## src/include/lan_ctrl_pkg.sv

```systemverilog
// Constants and types shared by the LAN controller command/status logic.
// Overview of operation
// RULE1 - Receive-ring flag bit 10 sets whenever a receive descriptor entry is updated.
// RULE2 - Transmit-ring flag bit 9 sets whenever a transmit descriptor entry is updated.
// RULE3 - Event flags clear only by writing 1, reset or halt; written 0 ignored.
// RULE4 - Setup-complete flag bit 8 sets once the parameter block is read and stored.
// RULE5 - Summary flag ORs all event and error flags; read-only, cleared by reset/halt; stays set here while babble or lost-frame input is high.
// RULE6 - Interrupt pin low only when pin enable bit 6 and summary are both 1.
// RULE7 - Interrupt pin enable is plain read/write, cleared by reset and halt.
// RULE8 - Receiver-active bit 5 sets on run if parameters read and receive not disabled.
// RULE9 - Receiver-active clears on setup done with receive disabled, or bus timeout.
// RULE10 - Transmitter-active sets on run if setup issued and transmit not disabled.
// RULE11 - Transmitter-active clears on setup with transmit disabled, transmit error, bus timeout.
// RULE12 - Both active bits are read-only and cleared by reset and halt.
// RULE13 - Transmit-poll bit 3 makes the device scan the transmit ring at once.
// RULE14 - Poll bit set by writing 1, cleared when taken, by reset or halt.
// RULE15 - Halt bit 2 stops all activity, clears logic, holds until run or setup.
// RULE16 - Run, setup and halt written together: only halt takes effect.
// RULE17 - Halt set by reset or by writing 1; writing 0 does nothing.
// RULE18 - Run bit 1 enables frames, bus-master transfers and descriptor management.
// RULE19 - Run and setup written together: setup finishes before run operation starts.
// RULE20 - Setup bit 0 starts fetching the parameter block from memory.
// RULE21 - Run and setup bits set only by writing 1, cleared by reset or halt.
// RULE22 - No bus ready within 25.6 us of an address switches receiver and transmitter off.
// RULE23 - A hardware set and a write-1 clear in one cycle: the set wins.
package lan_ctrl_pkg;

  localparam int DATA_W = 16;

  // Values of the select port that address the register behind the data port.
  localparam logic [1:0] SEL_MAIN   = 2'h0;
  localparam logic [1:0] SEL_RESET  = 2'h0;

  // Field positions of the main command/status register.
  localparam int BIT_SETUP       = 0;
  localparam int BIT_RUN         = 1;
  localparam int BIT_HALT        = 2;
  localparam int BIT_POLL        = 3;
  localparam int BIT_TX_ACTIVE   = 4;
  localparam int BIT_RX_ACTIVE   = 5;
  localparam int BIT_IRQ_EN      = 6;
  localparam int BIT_SUMMARY     = 7;
  localparam int BIT_SETUP_DONE  = 8;
  localparam int BIT_TX_RING     = 9;
  localparam int BIT_RX_RING     = 10;
  localparam int BIT_BUS_TIMEOUT = 11;
  localparam int BIT_LOST_FRAME  = 12;
  localparam int BIT_RSVD        = 13;
  localparam int BIT_BABBLE      = 14;
  localparam int BIT_ERR_SUMMARY = 15;

  // Index of each sticky flag inside the flag bank.
  localparam int NUM_FLAGS       = 4;
  localparam int FLAG_RX_RING    = 0;
  localparam int FLAG_TX_RING    = 1;
  localparam int FLAG_SETUP_DONE = 2;
  localparam int FLAG_TIMEOUT    = 3;

  localparam logic HALT_RESET = 1'b1;

  // Bus-master ready timeout.
  localparam int CLK_PERIOD_PS      = 4000;
  localparam int BUS_TIMEOUT_NS     = 25600;
  localparam int BUS_TIMEOUT_CYCLES = (BUS_TIMEOUT_NS * 1000 + CLK_PERIOD_PS - 1) / CLK_PERIOD_PS;

  typedef enum logic [2:0] {
    ST_HALTED    = 3'b001,
    ST_SETTING   = 3'b010,
    ST_OPERATING = 3'b100
  } ctrl_state_type;

endpackage

```

## src/hdl/lan_ctrl_command_status.sv

```systemverilog
// Main command/status register with its indirect select and data ports.
module lan_ctrl_command_status
  import lan_ctrl_pkg::*;
#(
  parameter int TIMEOUT_CYCLES = lan_ctrl_pkg::BUS_TIMEOUT_CYCLES
) (
  input  wire logic                            i_sys_clk,
  input  wire logic                            i_reset,
  input  wire logic                            i_clk_en,
  input  wire logic                            i_port_sel,
  input  wire logic                            i_wr_en,
  input  wire logic                            i_rd_en,
  input  wire logic [lan_ctrl_pkg::DATA_W-1:0] i_wdata,
  output logic      [lan_ctrl_pkg::DATA_W-1:0] o_rdata,
  output logic                                 o_ack,
  input  wire logic                            i_rx_ring_done,
  input  wire logic                            i_tx_ring_done,
  input  wire logic                            i_setup_read_done,
  input  wire logic                            i_receiver_disable_option,
  input  wire logic                            i_transmitter_disable_option,
  input  wire logic                            i_tx_error,
  input  wire logic                            i_babble_error,
  input  wire logic                            i_lost_frame_error,
  input  wire logic                            i_master_addr_valid,
  input  wire logic                            i_master_ready,
  input  wire logic                            i_tx_poll_taken,
  output logic                                 o_setup_fetch,
  output logic                                 o_run_enable,
  output logic                                 o_tx_poll_request,
  output logic                                 o_receiver_active,
  output logic                                 o_transmitter_active,
  output logic                                 o_halted,
  output logic                                 o_irq_n
);

  import lan_ctrl_pkg::*;

  ////////////////////////////////////////////////////////////////////////////////
  // Host port decode.
  ctrl_state_type       state;
  ctrl_state_type       next_state;
  logic [1:0]           select_index;
  logic                 halt;
  logic                 run_control;
  logic                 setup_request;
  logic                 transmit_poll_request;
  logic                 irq_pin_enable;
  logic                 receiver_active;
  logic                 transmitter_active;
  logic                 params_read;
  logic                 setup_issued;
  logic                 rx_disable_seen;
  logic                 tx_disable_seen;
  logic [NUM_FLAGS-1:0] flags;
  logic                 bus_timeout;

  // Other select values name registers outside this block; they answer only while halted.
  wire sel_main    = (select_index == SEL_MAIN);
  wire data_access = !i_port_sel && (i_wr_en || i_rd_en);
  wire responds    = i_port_sel || sel_main || halt;
  wire main_wr     = i_wr_en && !i_port_sel && sel_main;

  // A write that carries halt ignores the run, setup and other bits.
  wire w_halt  = main_wr && i_wdata[BIT_HALT]; // RULE17
  wire w_run   = main_wr && i_wdata[BIT_RUN] && !i_wdata[BIT_HALT]; // RULE16
  wire w_setup = main_wr && i_wdata[BIT_SETUP] && !i_wdata[BIT_HALT]; // RULE16
  wire w_poll  = main_wr && i_wdata[BIT_POLL] && !i_wdata[BIT_HALT];
  wire w_ien   = main_wr && !i_wdata[BIT_HALT];
  wire active  = !halt;

  assign o_ack = (i_port_sel && (i_wr_en || i_rd_en)) || (data_access && responds);

  ////////////////////////////////////////////////////////////////////////////////
  // Sequencing of halt, setup and run.
  wire setup_done   = (state == ST_SETTING) && i_setup_read_done && !w_halt; // RULE4
  wire enter_setup  = w_setup && (state != ST_SETTING); // RULE20
  wire run_pending  = run_control || w_run;
  // Run that arrives with or during setup waits for the parameter block.
  wire start_direct = w_run && !w_setup && (state == ST_OPERATING || state == ST_HALTED);
  wire start_now    = start_direct || (setup_done && run_pending); // RULE19
  wire rx_ok        = setup_done ? !i_receiver_disable_option : (params_read && !rx_disable_seen);
  wire tx_ok        = setup_done ? !i_transmitter_disable_option
                                 : ((setup_issued || w_setup) && !tx_disable_seen);

  always_comb begin
    next_state = state;
    unique case (state)
      ST_HALTED: begin
        if (w_setup) begin
          next_state = ST_SETTING;
        end else if (w_run) begin
          next_state = ST_OPERATING; // RULE15
        end
      end
      ST_SETTING: begin
        if (w_halt) begin
          next_state = ST_HALTED;
        end else if (i_setup_read_done) begin
          next_state = ST_OPERATING;
        end
      end
      ST_OPERATING: begin
        if (w_halt) begin
          next_state = ST_HALTED;
        end else if (w_setup) begin
          next_state = ST_SETTING;
        end
      end
      default: next_state = ST_HALTED;
    endcase
  end

  always_ff @(posedge i_sys_clk or posedge i_reset) begin
    if (i_reset) begin
      state         <= ST_HALTED;
      halt          <= HALT_RESET; // RULE17
      select_index  <= SEL_RESET;
      o_setup_fetch <= 1'b0;
    end else if (i_clk_en) begin
      state         <= next_state;
      o_setup_fetch <= enter_setup; // RULE20
      if (i_wr_en && i_port_sel) begin
        select_index <= i_wdata[1:0];
      end
      if (w_halt) begin
        halt <= 1'b1; // RULE15
      end else if (w_run || w_setup) begin
        halt <= 1'b0; // RULE15
      end
    end
  end

  ////////////////////////////////////////////////////////////////////////////////
  // Command bits and indicators; a halt write clears them all as reset does.
  always_ff @(posedge i_sys_clk or posedge i_reset) begin
    if (i_reset) begin
      run_control   <= 1'b0;
      setup_request <= 1'b0;
      setup_issued  <= 1'b0;
      params_read   <= 1'b0;
    end else if (i_clk_en) begin
      if (w_halt) begin
        run_control   <= 1'b0; // RULE21
        setup_request <= 1'b0; // RULE21
        setup_issued  <= 1'b0;
        params_read   <= 1'b0;
      end else begin
        run_control   <= run_control || w_run; // RULE21
        setup_request <= setup_request || w_setup; // RULE21
        setup_issued  <= setup_issued || w_setup;
        params_read   <= (params_read && !enter_setup) || setup_done;
      end
    end
  end

  always_ff @(posedge i_sys_clk or posedge i_reset) begin
    if (i_reset) begin
      rx_disable_seen <= 1'b0;
      tx_disable_seen <= 1'b0;
    end else if (i_clk_en) begin
      if (w_halt) begin
        rx_disable_seen <= 1'b0;
        tx_disable_seen <= 1'b0;
      end else if (setup_done) begin
        rx_disable_seen <= i_receiver_disable_option;
        tx_disable_seen <= i_transmitter_disable_option;
      end
    end
  end

  always_ff @(posedge i_sys_clk or posedge i_reset) begin
    if (i_reset) begin
      receiver_active <= 1'b0;
    end else if (i_clk_en) begin
      if (w_halt || bus_timeout) begin
        receiver_active <= 1'b0; // RULE12
      end else if (setup_done && i_receiver_disable_option) begin
        receiver_active <= 1'b0; // RULE9
      end else if (start_now && rx_ok) begin
        receiver_active <= 1'b1; // RULE8
      end
    end
  end

  always_ff @(posedge i_sys_clk or posedge i_reset) begin
    if (i_reset) begin
      transmitter_active <= 1'b0;
    end else if (i_clk_en) begin
      if (w_halt || bus_timeout || (i_tx_error && active)) begin
        transmitter_active <= 1'b0; // RULE11
      end else if (setup_done && i_transmitter_disable_option) begin
        transmitter_active <= 1'b0; // RULE11
      end else if (start_now && tx_ok) begin
        transmitter_active <= 1'b1; // RULE10
      end
    end
  end

  always_ff @(posedge i_sys_clk or posedge i_reset) begin
    if (i_reset) begin
      transmit_poll_request <= 1'b0;
      irq_pin_enable        <= 1'b0;
    end else if (i_clk_en) begin
      if (w_halt) begin
        transmit_poll_request <= 1'b0; // RULE14
        irq_pin_enable        <= 1'b0; // RULE7
      end else begin
        transmit_poll_request <= w_poll || (transmit_poll_request && !i_tx_poll_taken); // RULE14
        if (w_ien) begin
          irq_pin_enable <= i_wdata[BIT_IRQ_EN]; // RULE7
        end
      end
    end
  end

  ////////////////////////////////////////////////////////////////////////////////
  // Event flags, bus watchdog and interrupt pin.
  wire [NUM_FLAGS-1:0] flag_set;
  wire [NUM_FLAGS-1:0] flag_w1c;
  assign flag_set[FLAG_RX_RING]    = i_rx_ring_done && active; // RULE1
  assign flag_set[FLAG_TX_RING]    = i_tx_ring_done && active; // RULE2
  assign flag_set[FLAG_SETUP_DONE] = setup_done; // RULE4
  assign flag_set[FLAG_TIMEOUT]    = bus_timeout; // RULE22
  assign flag_w1c[FLAG_RX_RING]    = main_wr && i_wdata[BIT_RX_RING]; // RULE3
  assign flag_w1c[FLAG_TX_RING]    = main_wr && i_wdata[BIT_TX_RING]; // RULE3
  assign flag_w1c[FLAG_SETUP_DONE] = main_wr && i_wdata[BIT_SETUP_DONE]; // RULE3
  assign flag_w1c[FLAG_TIMEOUT]    = main_wr && i_wdata[BIT_BUS_TIMEOUT];
  event_flag_bank u_flags (
    .i_sys_clk         (i_sys_clk),
    .i_reset           (i_reset),
    .i_clk_en          (i_clk_en),
    .i_clear_all       (w_halt),
    .i_set             (flag_set),
    .i_write_one_clear (flag_w1c),
    .o_flags           (flags)
  );

  bus_ready_watchdog #(
    .TIMEOUT_CYCLES (TIMEOUT_CYCLES)
  ) u_watchdog (
    .i_sys_clk    (i_sys_clk),
    .i_reset      (i_reset),
    .i_clk_en     (i_clk_en),
    .i_abort      (halt || w_halt),
    .i_addr_valid (i_master_addr_valid),
    .i_ready      (i_master_ready),
    .o_timeout    (bus_timeout)
  );

  wire error_any = i_babble_error || i_lost_frame_error || flags[FLAG_TIMEOUT];
  wire interrupt_summary = error_any || flags[FLAG_RX_RING] || flags[FLAG_TX_RING]
                           || flags[FLAG_SETUP_DONE]; // RULE5

  // The pin mixes registered state with the live babble and lost-frame inputs; a bus write reaches it only through registers.
  assign o_irq_n = !(irq_pin_enable && interrupt_summary); // RULE6

  assign o_run_enable         = run_control && (state == ST_OPERATING); // RULE18
  assign o_tx_poll_request    = transmit_poll_request; // RULE13
  assign o_receiver_active    = receiver_active;
  assign o_transmitter_active = transmitter_active;
  assign o_halted             = halt;

  ////////////////////////////////////////////////////////////////////////////////
  // Read path.
  wire [DATA_W-1:0] main_word;
  wire [DATA_W-1:0] read_word;
  assign main_word[BIT_SETUP]       = setup_request;
  assign main_word[BIT_RUN]         = run_control;
  assign main_word[BIT_HALT]        = halt;
  assign main_word[BIT_POLL]        = transmit_poll_request;
  assign main_word[BIT_TX_ACTIVE]   = transmitter_active;
  assign main_word[BIT_RX_ACTIVE]   = receiver_active;
  assign main_word[BIT_IRQ_EN]      = irq_pin_enable;
  assign main_word[BIT_SUMMARY]     = interrupt_summary;
  assign main_word[BIT_SETUP_DONE]  = flags[FLAG_SETUP_DONE];
  assign main_word[BIT_TX_RING]     = flags[FLAG_TX_RING];
  assign main_word[BIT_RX_RING]     = flags[FLAG_RX_RING];
  assign main_word[BIT_BUS_TIMEOUT] = flags[FLAG_TIMEOUT];
  assign main_word[BIT_LOST_FRAME]  = i_lost_frame_error;
  assign main_word[BIT_RSVD]        = 1'b0;
  assign main_word[BIT_BABBLE]      = i_babble_error;
  assign main_word[BIT_ERR_SUMMARY] = error_any;

  assign read_word = i_port_sel ? {{(DATA_W-2){1'b0}}, select_index}
                   : (sel_main ? main_word : '0);
  always_ff @(posedge i_sys_clk or posedge i_reset) begin
    if (i_reset) begin
      o_rdata <= '0;
    end else if (i_clk_en && i_rd_en && (i_port_sel || responds)) begin
      o_rdata <= read_word;
    end
  end
endmodule

```

## src/hdl/event_flag_bank.sv

```systemverilog
// Sticky event flags, set by hardware and cleared by writing 1.
module event_flag_bank
  import lan_ctrl_pkg::*;
(
  input  wire logic                 i_sys_clk,
  input  wire logic                 i_reset,
  input  wire logic                 i_clk_en,
  input  wire logic                 i_clear_all,
  input  wire logic [NUM_FLAGS-1:0] i_set,
  input  wire logic [NUM_FLAGS-1:0] i_write_one_clear,
  output logic      [NUM_FLAGS-1:0] o_flags
);

  genvar g;
  generate
    for (g = 0; g < NUM_FLAGS; g++) begin : gen_flag
      always_ff @(posedge i_sys_clk or posedge i_reset) begin
        if (i_reset) begin
          o_flags[g] <= 1'b0;
        end else if (i_clk_en) begin
          // A set in the clearing cycle survives; halt clears unconditionally.
          if (i_clear_all) begin
            o_flags[g] <= 1'b0; // RULE3
          end else if (i_set[g]) begin
            o_flags[g] <= 1'b1; // RULE23
          end else if (i_write_one_clear[g]) begin
            o_flags[g] <= 1'b0; // RULE3
          end
        end
      end
    end
  endgenerate

endmodule

```

## src/hdl/bus_ready_watchdog.sv

```systemverilog
// Watchdog that flags a bus-master cycle left without a ready answer.
module bus_ready_watchdog #(
  parameter int TIMEOUT_CYCLES = 6400
) (
  input  wire logic i_sys_clk,
  input  wire logic i_reset,
  input  wire logic i_clk_en,
  input  wire logic i_abort,
  input  wire logic i_addr_valid,
  input  wire logic i_ready,
  output logic      o_timeout
);

  localparam int CW = $clog2(TIMEOUT_CYCLES + 1);
  localparam logic [CW-1:0] LAST = CW'(TIMEOUT_CYCLES - 1);

  logic          waiting;
  logic [CW-1:0] count;
  wire           expire = waiting && (count == LAST) && !i_ready;

  always_ff @(posedge i_sys_clk or posedge i_reset) begin
    if (i_reset) begin
      waiting   <= 1'b0;
      count     <= '0;
      o_timeout <= 1'b0;
    end else if (i_clk_en) begin
      o_timeout <= expire && !i_abort; // RULE22
      if (i_abort || i_ready || expire) begin
        waiting <= 1'b0;
        count   <= '0;
      end else if (waiting) begin
        count <= count + 1'b1;
      end else if (i_addr_valid) begin
        waiting <= 1'b1;
        count   <= '0;
      end
    end
  end

endmodule

```

## config.mk

```make
export PLATFORM = sky130hd
export DESIGN_NAME = lan_ctrl_command_status
export DESIGN_NICKNAME = d
export VERILOG_FILES = /design/src/include/lan_ctrl_pkg.sv /design/src/hdl/lan_ctrl_command_status.sv /design/src/hdl/event_flag_bank.sv /design/src/hdl/bus_ready_watchdog.sv
export SDC_FILE = /design/constraint.sdc
export NUM_CORES = 1
export LEC_CHECK = 0
export ABC_AREA = 1
export BUFFER_PORTS_ARGS = -buffer_cell sky130_fd_sc_hd__buf_2
export CORE_MARGIN = 3
export CORE_UTILIZATION = 54
export DETAILED_ROUTE_END_ITERATION = 6
export PLACE_DENSITY = 0.86
export SLEW_MARGIN = 15
export SYNTH_ARGS = -nofsm -noshare
export SYNTH_HDL_FRONTEND = slang
export SYNTH_SLANG_ARGS = --single-unit
```

## constraint.sdc

```tcl
create_clock -name i_sys_clk -period 2.2 [get_ports i_sys_clk]
set_clock_uncertainty 0.2 [all_clocks]
set_input_delay 0.22 -clock i_sys_clk [delete_from_list [all_inputs] [get_ports i_sys_clk]]
set_output_delay 0.22 -clock i_sys_clk [all_outputs]
set_load 0.01 [all_outputs]
```

# --- After elaboration in Yosys (flattened, before gate mapping) ---
# Index checks and enable logic that the tools add are counted.
word_totals:
  ff_bits: 52
  output_inout_bits: 24
  word_cells: 181
  in_bits: 33
op_classes:
  eq_ne: 8
  n_reduce_logical: 102
  mux: 48
  n_addsub: 1
ops:
  columns: ["operator", "count"]
  rows:
  - ["$logic_and 1x1->1", 42]
  - ["$mux 13", 3]
  - ["$mux 1", 36]
  - ["$mux 16", 2]
  - ["$logic_or 1x1->1", 23]
  - ["$reduce_and 2->1", 11]
  - ["$reduce_bool 3->1", 7]
  - ["$mux 3", 6]
  - ["$logic_not 1->1", 14]
  - ["$add 13x1->13 const B", 1]
  - ["$eq 13x13->1 const B", 1]
  - ["$ne 3x3->1 const B", 3]
  - ["$pmux 3 s3", 1]
  - ["$reduce_bool 2->1", 3]
  - ["$reduce_and 4->1", 1]
  - ["$eq 3x1->1 const B", 1]
  - ["$eq 3x2->1 const B", 1]
  - ["$eq 3x3->1 const B", 1]
  - ["$ne 3x2->1 const B", 1]
  - ["$logic_not 2->1", 1]

# --- Longest topological paths before layout ---
# Gate-level depths: netlist (run 1).
depth:
  word_depth: 13
  depth_mapped: 10
  mapped_depth_nobuf: 9

# --- Modules after synthesis ---
# A second synthesis (run 1) with hierarchy kept.
unflattened:
  cells_unflattened: 350
  area_unflattened_um2: 2770.2
by_module_without_submodules:
  columns: ["mod", "seq_area_each_um2", "instances", "area_each_um2", "cells_per_inst"]
  rows:
  - ["lan_ctrl_command_status", 803.3, 1, 1619.1, 205]
  - ["bus_ready_watchdog", 375.4, 1, 973.4, 123]
  - ["event_flag_bank", 100.1, 1, 177.7, 22]

# --- Worst setup path before layout (run 1) ---
# No wires, ideal clock.
synth_timing:
  path_kind: "register to register"
  start: "reg u_watchdog.count[0]"
  end: "reg u_watchdog.count[0]"
  arrival_ns: 1.435
  n_path_buf: 1
  path_stages_with_launch: 10
  setup_ns: 0.118
  t_required_ns: 1.882
  period_less_slack_ns: 1.753
  setup_slack_ns: 0.447
  path_cell_list: "dfrtp_1 ha_1 nand3_2 nor2_2 nand3b_2 nor2_4 o21ai_4 buf_6 nand3_1 nand2_1"
synth_via:
  elab_chain_cells: 6
  elab_cells_between_ends: 9
  classes_between: "1 x add/sub; 1 x eq/ne; 2 x mux; 5 x reduce/logical"
synth_lines:
  columns: ["element", "line", "rtl"]
  rows:
  - ["start, declared", "bus_ready_watchdog.sv:18", "logic [CW-1:0] count;"]
  - ["start signal, assigned", "bus_ready_watchdog.sv:32", "count <= count + 1'b1;"]
  - ["parallel branches: the longest is 6 deep, another holds $add 13x1->13", null, null]
# Parallel ways; which one is timed is not known.
# A chain may end at the register's enable or synchronous reset.

# --- Final worst setup path (run 1) ---
layout_timing:
  start: "in i_lost_frame_error"
  end: "out o_irq_n"
layout_via:
  elab_chain_cells: 7
layout_lines:
  columns: ["element", "line", "rtl"]
  rows:
  - ["start, declared", "lan_ctrl_command_status.sv:23", "input wire logic i_lost_frame_error,"]
  - ["$logic_or 1x1->1 (2 in a row)", "lan_ctrl_command_status.sv:250", "wire error_any = i_babble_error || i_lost_frame_error || flags[FLAG_TIMEOUT];"]
  - ["$logic_or 1x1->1 (2 in a row)", "lan_ctrl_command_status.sv:251", "wire interrupt_summary = error_any || flags[FLAG_RX_RING] || flags[FLAG_TX_RING]"]
  - ["$logic_or 1x1->1", "lan_ctrl_command_status.sv:252", "|| flags[FLAG_SETUP_DONE];"]
  - ["$logic_and 1x1->1", "lan_ctrl_command_status.sv:255", "assign o_irq_n = !(irq_pin_enable && interrupt_summary);"]
  - ["$logic_not 1->1", "lan_ctrl_command_status.sv:255", null]
  - ["end, declared", "lan_ctrl_command_status.sv:33", "output logic o_irq_n"]
# No other way between the ends.

==> results of run 1 <==
-- worst register-to-register path: cells and delay by family (launching register included) --
family,cells,cell delay [ns]
AOI/OAI and AO/OA,1,0.14
adders and majority gates,1,0.22
DFF,1,0.43
and+or+nand+nor,6,0.82
-- area by class of cell --
class	instances	area, um2	area share (%)
clock buffer	6	72.6	2.26
clock inverter	2	60.1	1.87
inverter	50	189	5.87
multi-input combinational	231	1190	37.1
sequential	51	1280	39.8
tap	67	83.8	2.61
timing repair buffer	59	338	10.5
-- sequential cells by signal (all words and copies together) (netlist names) --
signal	count
setup_issued	1
state	3
u_watchdog.count	13
u_flags.o_flags	4
o_halted	1
tx_disable_seen	1
o_receiver_active	1
o_setup_fetch	1
u_watchdog.waiting	1
irq_pin_enable	1
rx_disable_seen	1
o_transmitter_active	1
o_rdata	15
params_read	1
setup_request	1
run_control	1
select_index	2
o_tx_poll_request	1
u_watchdog.o_timeout	1
-- power groups by stage --
stage	clock [W]	combinational, W	sequential (W)
after floorplan	0	0.000417	0.00122
after global placement	0	0.000616	0.00121
after detailed placement	0	0.000641	0.00121
after CTS	0.000773	0.000654	0.00119
after global routing	0.000805	0.000747	0.00122
final	0.000762	0.000656	0.00120
-- metal layers --
layer	global-route usage [%]	vias up
met3	3.40	12
li1	-	1229
met2	37.5	110
met5	0	-
met1	31.4	1204
met4	11.4	0
-- cells by family after synthesis --
group,Yosys count
AO/OA/AOI/OAI,45
XOR/XNOR,8
flip-flops,51
other,1
multiplexers,1
buffers and inverters,60
AND/OR/NAND/NOR,175
adder cells (fa/ha/maj),1
-- worst min path at each step --
stage | from | end | slack (ns) | cells after the start
after global routing | i_receiver_disable_option | rx_disable_seen | 0.03 | 3
after global placement | i_reset | u_watchdog.count[12] | 0.1 | 2
after floorplan | i_wdata[3] | o_tx_poll_request | 0.16 | 2
after CTS | i_babble_error | o_rdata[14] | 0.004 | 3
after detailed placement | i_reset | u_watchdog.count[10] | 0.11 | 2
final | i_babble_error | o_rdata[14] | 0.007 | 3
-- placed cells by master, fill, tap and decap left out, types with 2 or more instances in the layout --
master	count
nor2_1	21
nor2_2	2
o21ai_1	2
nand3_1	39
xor2_1	6
dlygate4sd3_1	6
nor2_4	4
a31oi_1	2
xnor2_1	2
clkbuf_8	5
inv_1	48
nand4_1	16
nor3_1	2
nand2_1	81
dfstp_2	2
buf_2	48
o21ai_0	28
bufinv_16	2
dfrtp_1	49
a21oi_1	8
buf_4	5
-- through the flow --
step           util [%]  std cells  area [um2]  hold slack (ns)  setup WS, ns
3_3_place_gp       63.2        452        3020           0.0984         0.351
3_5_place_dp       63.2        452        3020            0.107         0.307
2_1_floorplan         -        342        2720            0.156         0.447
6_report           67.2        466        3220          0.00693         0.241
5_1_grt            67.2        466        3220           0.0288         0.115
4_1_cts            67.2        466        3220          0.00437         0.255
-- timing repair --
action,CTS,global route
hold buffers,6,0
endpoints found under the hold margin,26,0
setup buffers,0,0
==> impl_results.md, run 1 <==
- Static Leak: 1.74 nW
- Tot GR Track Use: about a quarter
- CTS max path bufs: 2
- R2R setup slack: ~0.28 ns
- Met2 WL post-DR: approximately 3200 um
- Worst Setup End Kind: output pin
- FF+latch count, synth: 51
- H-tree levels: 2
- P_int: 0.00180 W
- Ys Warns: 0
- Core area: approximately 4800 um2
- Worst reg2reg startpoint: u_watchdog.count[0]
- Crit-path cells: dlygate4sd3_1, buf_2, inv_1, nand3_1, nor4_1, or2_2, buf_2
- Area grow syn2layout: 18.2%
- Asr flop ratio synth: 100%
- CTS buffer count: 5
- Slowest CP cell: dlygate4sd3_1
- Vias in the first global route: around 2,500
- Avg Cell Area, Syn: 7.96 um2
- WL per Instance: 14.1 um
- Fin crit period: 1.96 ns
- I/O Buffers: 48
- Largest stage delay on the critical path: 0.53 ns
- Die width: 77.0 um
- Rows: 25
- Sequential power share: 45.8%
- Comb power frac: between 20 and 30%
- Final hold violations: 0
- Complex-gate fraction of the synthesized area: 9.19%
- Starting Density: 56.9%
- Diode count: 0
- Die area: 5930 um2
- Cell mode on critical path: buf_2
- CP Max Fanout: 2
- Drc violations: 0
- End point of the critical path: o_irq_n
- Clock-pin slew on the worst setup and hold paths: 0.09 ns
- Total Wirelength: about 6600 um
- Routed Antenna Nets: 0
- First-pass GRT wire length: about 11,000 um
- Clk sinks: just over 50
- Io pins: 57
- Max-Cap Viols: 0
- Via count: between 2,000 and 3,000
- Setup crit start kind: primary input
- Setup TNS: 0 ns
- Post-Synth Adder-Cell Area: less than 1%
- Fill count: 398
- Post-CTS sizing: 0
- Post-synth EDFFs: 0
- Clk pwr share: 29.1%
- Main area contributors after synthesis: dfrtp_1, nand2_1, nand3_1, inv_1, o21ai_0
- Synth cell count leaders: nand2_1, dfrtp_1, inv_1, nand3_1, o21ai_0
- Final setup fails: 0
- Worst Tran Pin Value: 0.563 ns
- Sw Share: 31.4%
- Post-synthesis simple-gate area fraction: 31.1%
- Post-synth net total: 376
- Outcome: finished, final reports clean
- GRT overflow: 0
- R2R cell count: 8
- Xor/xnor share of the synthesized area: roughly 2.6%
- Clock Latency Late Sink: 0.31 ns
- DP HPWL: 4720 um
- Die Y: about 77 um
- Initial antenna violation count: 0
- Gate Count Post-Synth: between 300 and 400
- Top-count cell post-synth: nand2_1
- Hold WC Path Type: in -> reg
- Share of cells above drive strength 1: 20.1%
- Crit path buffers/inverters: 4
- Top Layer Used: met4
- CP required: 1.78 ns
- Top FF cell, synth: dfrtp_1
- Max frequency: 0.511 GHz
- Multiplexer share of the synthesized area: 0.414%
- Synth unique cells: 39
- Final worst-path cycle share: 89.0%
- Worst slew margin: ~62%
- Synth area leader: dfrtp_1
- Max Slew Vio Count: 0
- Met3 wire len: roughly 360 um
- Placer Congestion: 0.854
- Main combinational cell family by area after synthesis: simple AND/OR/NAND/NOR gates
- CTS tree: built
- Met1 wire length: 2910 um
- WP depth: 7
- Largest net degree at the start of global routing: 27
- Drt pass-1 iters: 5
- Root buf cell: clkbuf_8
- Critical path type: in -> out
- Power Density: just over 800 nW/um2
- Reg-to-reg critical path endpoint: u_watchdog.count[3]
- RSZ-0062 raised after global routing: no
- Mean number of vias per cell: 5.48
- Nets@finish: between 400 and 500
- Mapped Area: 2720 um2
- Net Switching: 0.000820 W
- DRT iter0 DRCs: 242
- Peak supply drop: 0.000448 V
- Total Power: 0.00262 W
- Worst setup startpoint: i_lost_frame_error
- Post-synth top area share: between 40% and 50%
- Delay-heaviest family, CP: buffers and inverters
- Crit path DAT: 1.54 ns
- Seq/Total Area, Yosys: 47.0%
No activity file was read; power rests on OpenSTA's default activity.
==> run 2, diff against run 1 <==
--- a/config.mk
+++ b/config.mk
@@ -8,10 +8,10 @@
 export ABC_AREA = 1
 export BUFFER_PORTS_ARGS = -buffer_cell sky130_fd_sc_hd__buf_2
 export CORE_MARGIN = 3
-export CORE_UTILIZATION = 54
+export CORE_UTILIZATION = 59
 export DETAILED_ROUTE_END_ITERATION = 6
-export PLACE_DENSITY = 0.86
-export SLEW_MARGIN = 15
+export PLACE_DENSITY = 0.92
+export SLEW_MARGIN = 20
 export SYNTH_ARGS = -nofsm -noshare
 export SYNTH_HDL_FRONTEND = slang
 export SYNTH_SLANG_ARGS = --single-unit
==> constraint.sdc (replaced) <==
create_clock -name i_sys_clk -period 2.4 [get_ports i_sys_clk]
set_clock_uncertainty 0.2 [all_clocks]
set_input_delay 0.24 -clock i_sys_clk [delete_from_list [all_inputs] [get_ports i_sys_clk]]
set_output_delay 0.24 -clock i_sys_clk [all_outputs]
set_load 0.01 [all_outputs]
==> impl_results.md, run 2 (synthesis gave the netlist of run 1 again) <==
- Worst Tran Pin Value: 0.576 ns
- Power Density: 697 nW/um2
- CTS tree: built
- Slowest CP cell: dfrtp_1
- Rows: 24
- Core area: approximately 4400 um2
- Crit-path cells: ha_1, nand3_2, nor2_2, nand3b_2, nor2_4, o21ai_4, nand3_1, nand2_1
- Worst Setup End Kind: register
- Final setup fails: 0
- Via count: 2,508
- DRT iter0 DRCs: 237
- Reg-to-reg critical path endpoint: u_watchdog.count[5]
- Total Wirelength: 6330 um
- Share of cells above drive strength 1: 19.9%
- Peak supply drop: 0.000406 V
- Max frequency: 0.510 GHz
- Die width: 73.9 um
- Post-CTS sizing: 0
- CTS buffer count: 5
- DP HPWL: 4660 um
- Drt pass-1 iters: 5
- Max reg flops: 15
- Sequential power share: 50.6%
- Hold WC Path Type: in -> reg
- Delay-heaviest family, CP: simple AND/OR/NAND/NOR gates
- Root buf cell: clkbuf_8
- WL per Instance: 14.1 um
- Static Leak: 1.71 nW
- Mean number of vias per cell: approximately 5.6
- Starting Density: 61.7%
- Crit path buffers/inverters: 0
- Setup crit start kind: register
- Leading cell type in the layout, fill and taps excluded: nand2_1
- Place WS: 0.498 ns
- Routed Antenna Nets: 0
- Die area: 5470 um2
- Max-Cap Viols: 0
- Initial antenna violation count: 0
- Worst setup startpoint: u_watchdog.count[0]
- Worst reg2reg startpoint: u_watchdog.count[0]
- Drc violations: 0
- Largest Register: o_rdata
- CP required: roughly 2.4 ns
- R2R setup slack: around 0.44 ns
- CTS max path bufs: 2
- GRT overflow: 0
- R2R cell count: 8
- Placer Congestion: between 0.9 and 1
- RSZ-0062 raised after global routing: no
- Largest net degree at the start of global routing: 30
- Area grow syn2layout: 14.5%
- Clock Latency Late Sink: 0.31 ns
- Die Y: 73.9 um
- Clk sinks: 51
- Crit path DAT: approximately 2.0 ns
- Largest stage delay on the critical path: 0.42 ns
- H-tree levels: 2
- End point of the critical path: u_watchdog.count[5]
- Vias in the first global route: 2,362
- Io pins: 57
- Largest regs: o_rdata x15, u_watchdog.count x13, u_flags.o_flags x4
- Critical path type: reg -> reg
- P_int: 0.00143 W
- Net Switching: 0.000741 W
- Tot GR Track Use: 25.4%
- Comb power frac: 27.4%
- CP Max Fanout: 13
- Final hold violations: 0
- Diode count: 0
- Clock-pin slew on the worst setup and hold paths: 0.09 ns
- WP depth: 8
- Sw Share: ~34%
- Most frequent cells in the layout: nand2_1, dfrtp_1, inv_1, buf_2, nand3_1
- First-pass GRT wire length: 10,800 um
- Worst slew margin: 61.6%
- I/O Buffers: between 40 and 50
- Setup TNS: 0 ns
- Max Slew Vio Count: 0
- Outcome: finished, final reports clean
- Clk pwr share: approximately 22%
- Final worst-path cycle share: 81.8%
- Final WS setup: ~0.44 ns
- Fin crit period: between 1.5 and 2 ns
- Hold_sp: i_wdata[0]
- Fin util: 70.6%
- Nets@finish: 429
==> run 2: cell count changes in the layout (fill, tap and decap cells not counted), sizes merged <==
cell | before | now
clkinv | 1 | 2
clkbuf | 6 | 7
bufinv | 2 | 0
dlygate4sd3 | 6 | 3
==> run 2: stage by stage <==
step / power [W] / cell area (um2) / hold WS [ns] / std cells
after floorplan: 0.00150 / 2720 / 0.176 / 342
after global placement: 0.00167 / 3010 / 0.129 / 437
after detailed placement: 0.00170 / 3010 / 0.127 / 437
after CTS: 0.00217 / 3120 / 0.000416 / 448
after global routing: 0.00230 / 3120 / 0.0121 / 448
final: 0.00217 / 3120 / 0.00148 / 448
==> run 2: worst min-delay path by stage <==
| stage | to | slack, ns | cells past startpoint |
|---|---|---|---|
| 3_5_place_dp | u_watchdog.count[8] | 0.13 | 2 |
| 5_1_grt | select_index[0] | 0.01 | 2 |
| 6_report | select_index[0] | 0.001 | 2 |
| 4_1_cts | irq_pin_enable | 0.0004 | 3 |
| 3_3_place_gp | u_watchdog.count[8] | 0.13 | 2 |
| 2_1_floorplan | o_tx_poll_request | 0.18 | 2 |
==> run 2: power groups by stage <==
stage               clock network (W)  logic (W)  registers [W]
detailed placement                  0   0.000584        0.00111
floorplan                           0   0.000382        0.00112
global placement                    0   0.000559        0.00111
global route                 0.000512   0.000672        0.00111
finish                       0.000477   0.000595        0.00110
CTS                          0.000482   0.000592        0.00110
==> run 2: what timing repair did <==
| item | 4_1_cts | 5_1_grt |
|---|---|---|
| hold buffers | 3 | 0 |
| hold endpoints to repair | 28 | 0 |
| setup buffers | 0 | 0 |
==> run 2: final cells by class <==
cell class / count / area (um2)
clock buffers: 7 / 76.3
flip-flops and latches: 51 / 1280
fillers: 327 / 1300
well taps: 52 / 65.1
multi-input cells: 231 / 1190
inverters: 50 / 189
repair buffers: 56 / 308
clock inverters: 1 / 5.00
==> run 2: per-layer routing <==
layer  up-vias  part of all wire, %  track usage, %
met5         -                    0               0
met4         0                  1.4            8.05
met3        11                  7.5            5.54
met2       102                   47            40.6
met1      1177                   44            34.6
li1       1218                    -               -
==> run 3, diff against run 2 <==
--- a/config.mk
+++ b/config.mk
@@ -8,9 +8,9 @@
 export ABC_AREA = 1
 export BUFFER_PORTS_ARGS = -buffer_cell sky130_fd_sc_hd__buf_2
 export CORE_MARGIN = 3
-export CORE_UTILIZATION = 59
+export CORE_UTILIZATION = 49
 export DETAILED_ROUTE_END_ITERATION = 6
-export PLACE_DENSITY = 0.92
+export PLACE_DENSITY = 0.83
 export SLEW_MARGIN = 20
 export SYNTH_ARGS = -nofsm -noshare
 export SYNTH_HDL_FRONTEND = slang
==> constraint.sdc (replaced) <==
create_clock -name i_sys_clk -period 1.8 [get_ports i_sys_clk]
set_clock_uncertainty 0.2 [all_clocks]
set_input_delay 0.18 -clock i_sys_clk [delete_from_list [all_inputs] [get_ports i_sys_clk]]
set_output_delay 0.18 -clock i_sys_clk [all_outputs]
set_load 0.01 [all_outputs]
==> impl_results.md, run 3 (synthesis gave the netlist of run 1 again) <==
- Die area: 6490 um2
- Area grow syn2layout: 29.0%
- Most frequent cells in the layout: nand2_1, buf_2, inv_1, dfrtp_1, o21ai_0
- Comb power frac: 27.9%
- Net Switching: 0.00106 W
- Setup TNS: -0.229 ns
- Sequential power share: between 40% and 50%
- Final hold violations: 0
- CP required: between 1.5 and 2 ns
- Mean number of vias per cell: 5.53
- RSZ-0062 raised after global routing: yes
- Hold WC Path Type: in -> reg
- Routed Antenna Nets: 0
- Fin crit period: roughly 1.8 ns
- Vias in the first global route: 2,479
- Clock-pin slew on the worst setup and hold paths: approximately 0.090 ns
- CTS buffer count: 5
- GRT overflow: 0
- Starting Density: 52.0%
- Setup crit start kind: register
- Final worst-path cycle share: 102%
- Final WS setup: -0.0342 ns
- Delay-heaviest family, CP: simple AND/OR/NAND/NOR gates
- Fin util: about two thirds
- Clk pwr share: 26.0%
- Leading cell type in the layout, fill and taps excluded: nand2_1
- Power Density: approximately 910 nW/um2
- Failing checks: negative setup slack
- Clock Latency Late Sink: 0.30 ns
- Critical path type: reg -> reg
- Core area: 5240 um2
- Rows: 26
- Sw Share: 33.2%
- H-tree levels: 2
- Crit path buffers/inverters: 1
- Nets@finish: 448
- Largest regs: o_rdata x15, u_watchdog.count x13, u_flags.o_flags x4
- Diode count: 0
- WL per Instance: 15.0 um
- Largest Register: o_rdata
- Largest stage delay on the critical path: 0.42 ns
- P_int: ~0.0021 W
- CP Max Fanout: 8
- Placer Congestion: 0.879
- First-pass GRT wire length: 11,200 um
- Drt pass-1 iters: 7
- Slowest CP cell: dfrtp_1
- Drc violations: 0
- Crit path DAT: 1.83 ns
- Cell mode on critical path: nor2_4
- CTS max path bufs: 2
- Max-Cap Viols: 0
- Tot GR Track Use: 22.0%
- Max Slew Vio Count: 0
- DP HPWL: 4810 um
- Outcome: finished with violations
- Largest net degree at the start of global routing: 52
- Root buf cell: clkbuf_8
- Share of cells above drive strength 1: 27.7%
- Worst Setup End Kind: register
- Total Wirelength: 7260 um
- Initial antenna violation count: 0
- Static Leak: 1.87 nW
- CTS tree: built
- Peak supply drop: 0.000539 V
- Io pins: 57
- Via count: 2,682
- Die width: 80.5 um
- Max reg flops: 15
- Crit-path cells: ha_4, nand3_4, nor2_4, nand3b_4, nor2_4, o21ai_4, buf_12, nand3_2, nand2_1
- DRT iter0 DRCs: 209
- Clk sinks: 51
- Die Y: ~81 um
- Final setup fails: 13
- I/O Buffers: 48
- Max frequency: 0.545 GHz
## run 3: power groups by stage
stage | logic (W) | clock network [W] | registers (W)
2_1_floorplan | 0.000510 | 0 | 0.00150
3_3_place_gp | 0.000759 | 0 | 0.00147
3_5_place_dp | 0.000792 | 0 | 0.00149
4_1_cts | 0.000816 | 0.000829 | 0.00146
5_1_grt | 0.00101 | 0.000874 | 0.00149
6_report | 0.000893 | 0.000832 | 0.00147
## run 3: worst register-to-register path, cell delays in order (launching register included)
cell and delay (ns):
dfrtp_1 0.42, ha_4 0.18, nand3_4 0.09, nor2_4 0.18
nand3b_4 0.10, nor2_4 0.19, o21ai_4 0.10, buf_12 0.15
nand3_2 0.06, nand2_1 0.05
## run 3: area by class of cell
class / instances / area (um2)
multi-input combinational: 231 / 1330
fill: 397 / 1730
clock inverter: 2 / 35.0
tap: 70 / 87.6
sequential: 51 / 1280
clock buffer: 6 / 82.6
inverter: 50 / 189
timing repair buffer: 75 / 502
## run 3: timing repair
action / in CTS / in global routing
endpoints found under the hold margin: 61 / 0
buffers inserted: 0 / 6
setup endpoints to repair: 0 / 37
hold buffers: 12 / 0
resized for setup: 0 / 31
## run 3: final timing paths
kind / cells past startpoint / to / from / slack, ns
worst min register to register: 2 / o_rdata[15] / o_rdata[15] / 0.27
worst max-delay path: 9 / u_watchdog.count[3] / u_watchdog.count[1] / -0.03
worst min-delay path: 5 / u_flags.o_flags[1] / i_tx_ring_done / 0.01
min in group asynchronous: 4 / u_watchdog.count[7] / i_reset / 0.26
worst max register to register: 9 / u_watchdog.count[3] / u_watchdog.count[1] / -0.03
max in group asynchronous: 4 / state[0] / i_reset / 0.85
## run 3: per-layer routing
| layer | GRT usage, % | vias up | wire length [um] |
|---|---|---|---|
| met5 | 0 | - | 0 |
| met4 | 8.28 | 0 | 125 |
| met3 | 3.03 | 19 | 447 |
| met2 | 36.3 | 108 | 3640 |
| met1 | 29.3 | 1303 | 3040 |
| li1 | - | 1252 | - |
## run 3: through the flow
step	total power (W)	hold WS (ns)	instance area, um2	instances	setup WS [ns]
after CTS	0.00311	0.0153	3310	479	0.0102
after global routing	0.00337	0.0247	3510	485	-0.0779
after detailed placement	0.00228	0.0453	3070	459	0.0275
after global placement	0.00223	0.0423	3070	459	0.0888
after floorplan	0.00201	0.116	2720	342	0.0470
final	0.00320	0.0119	3510	485	-0.0342
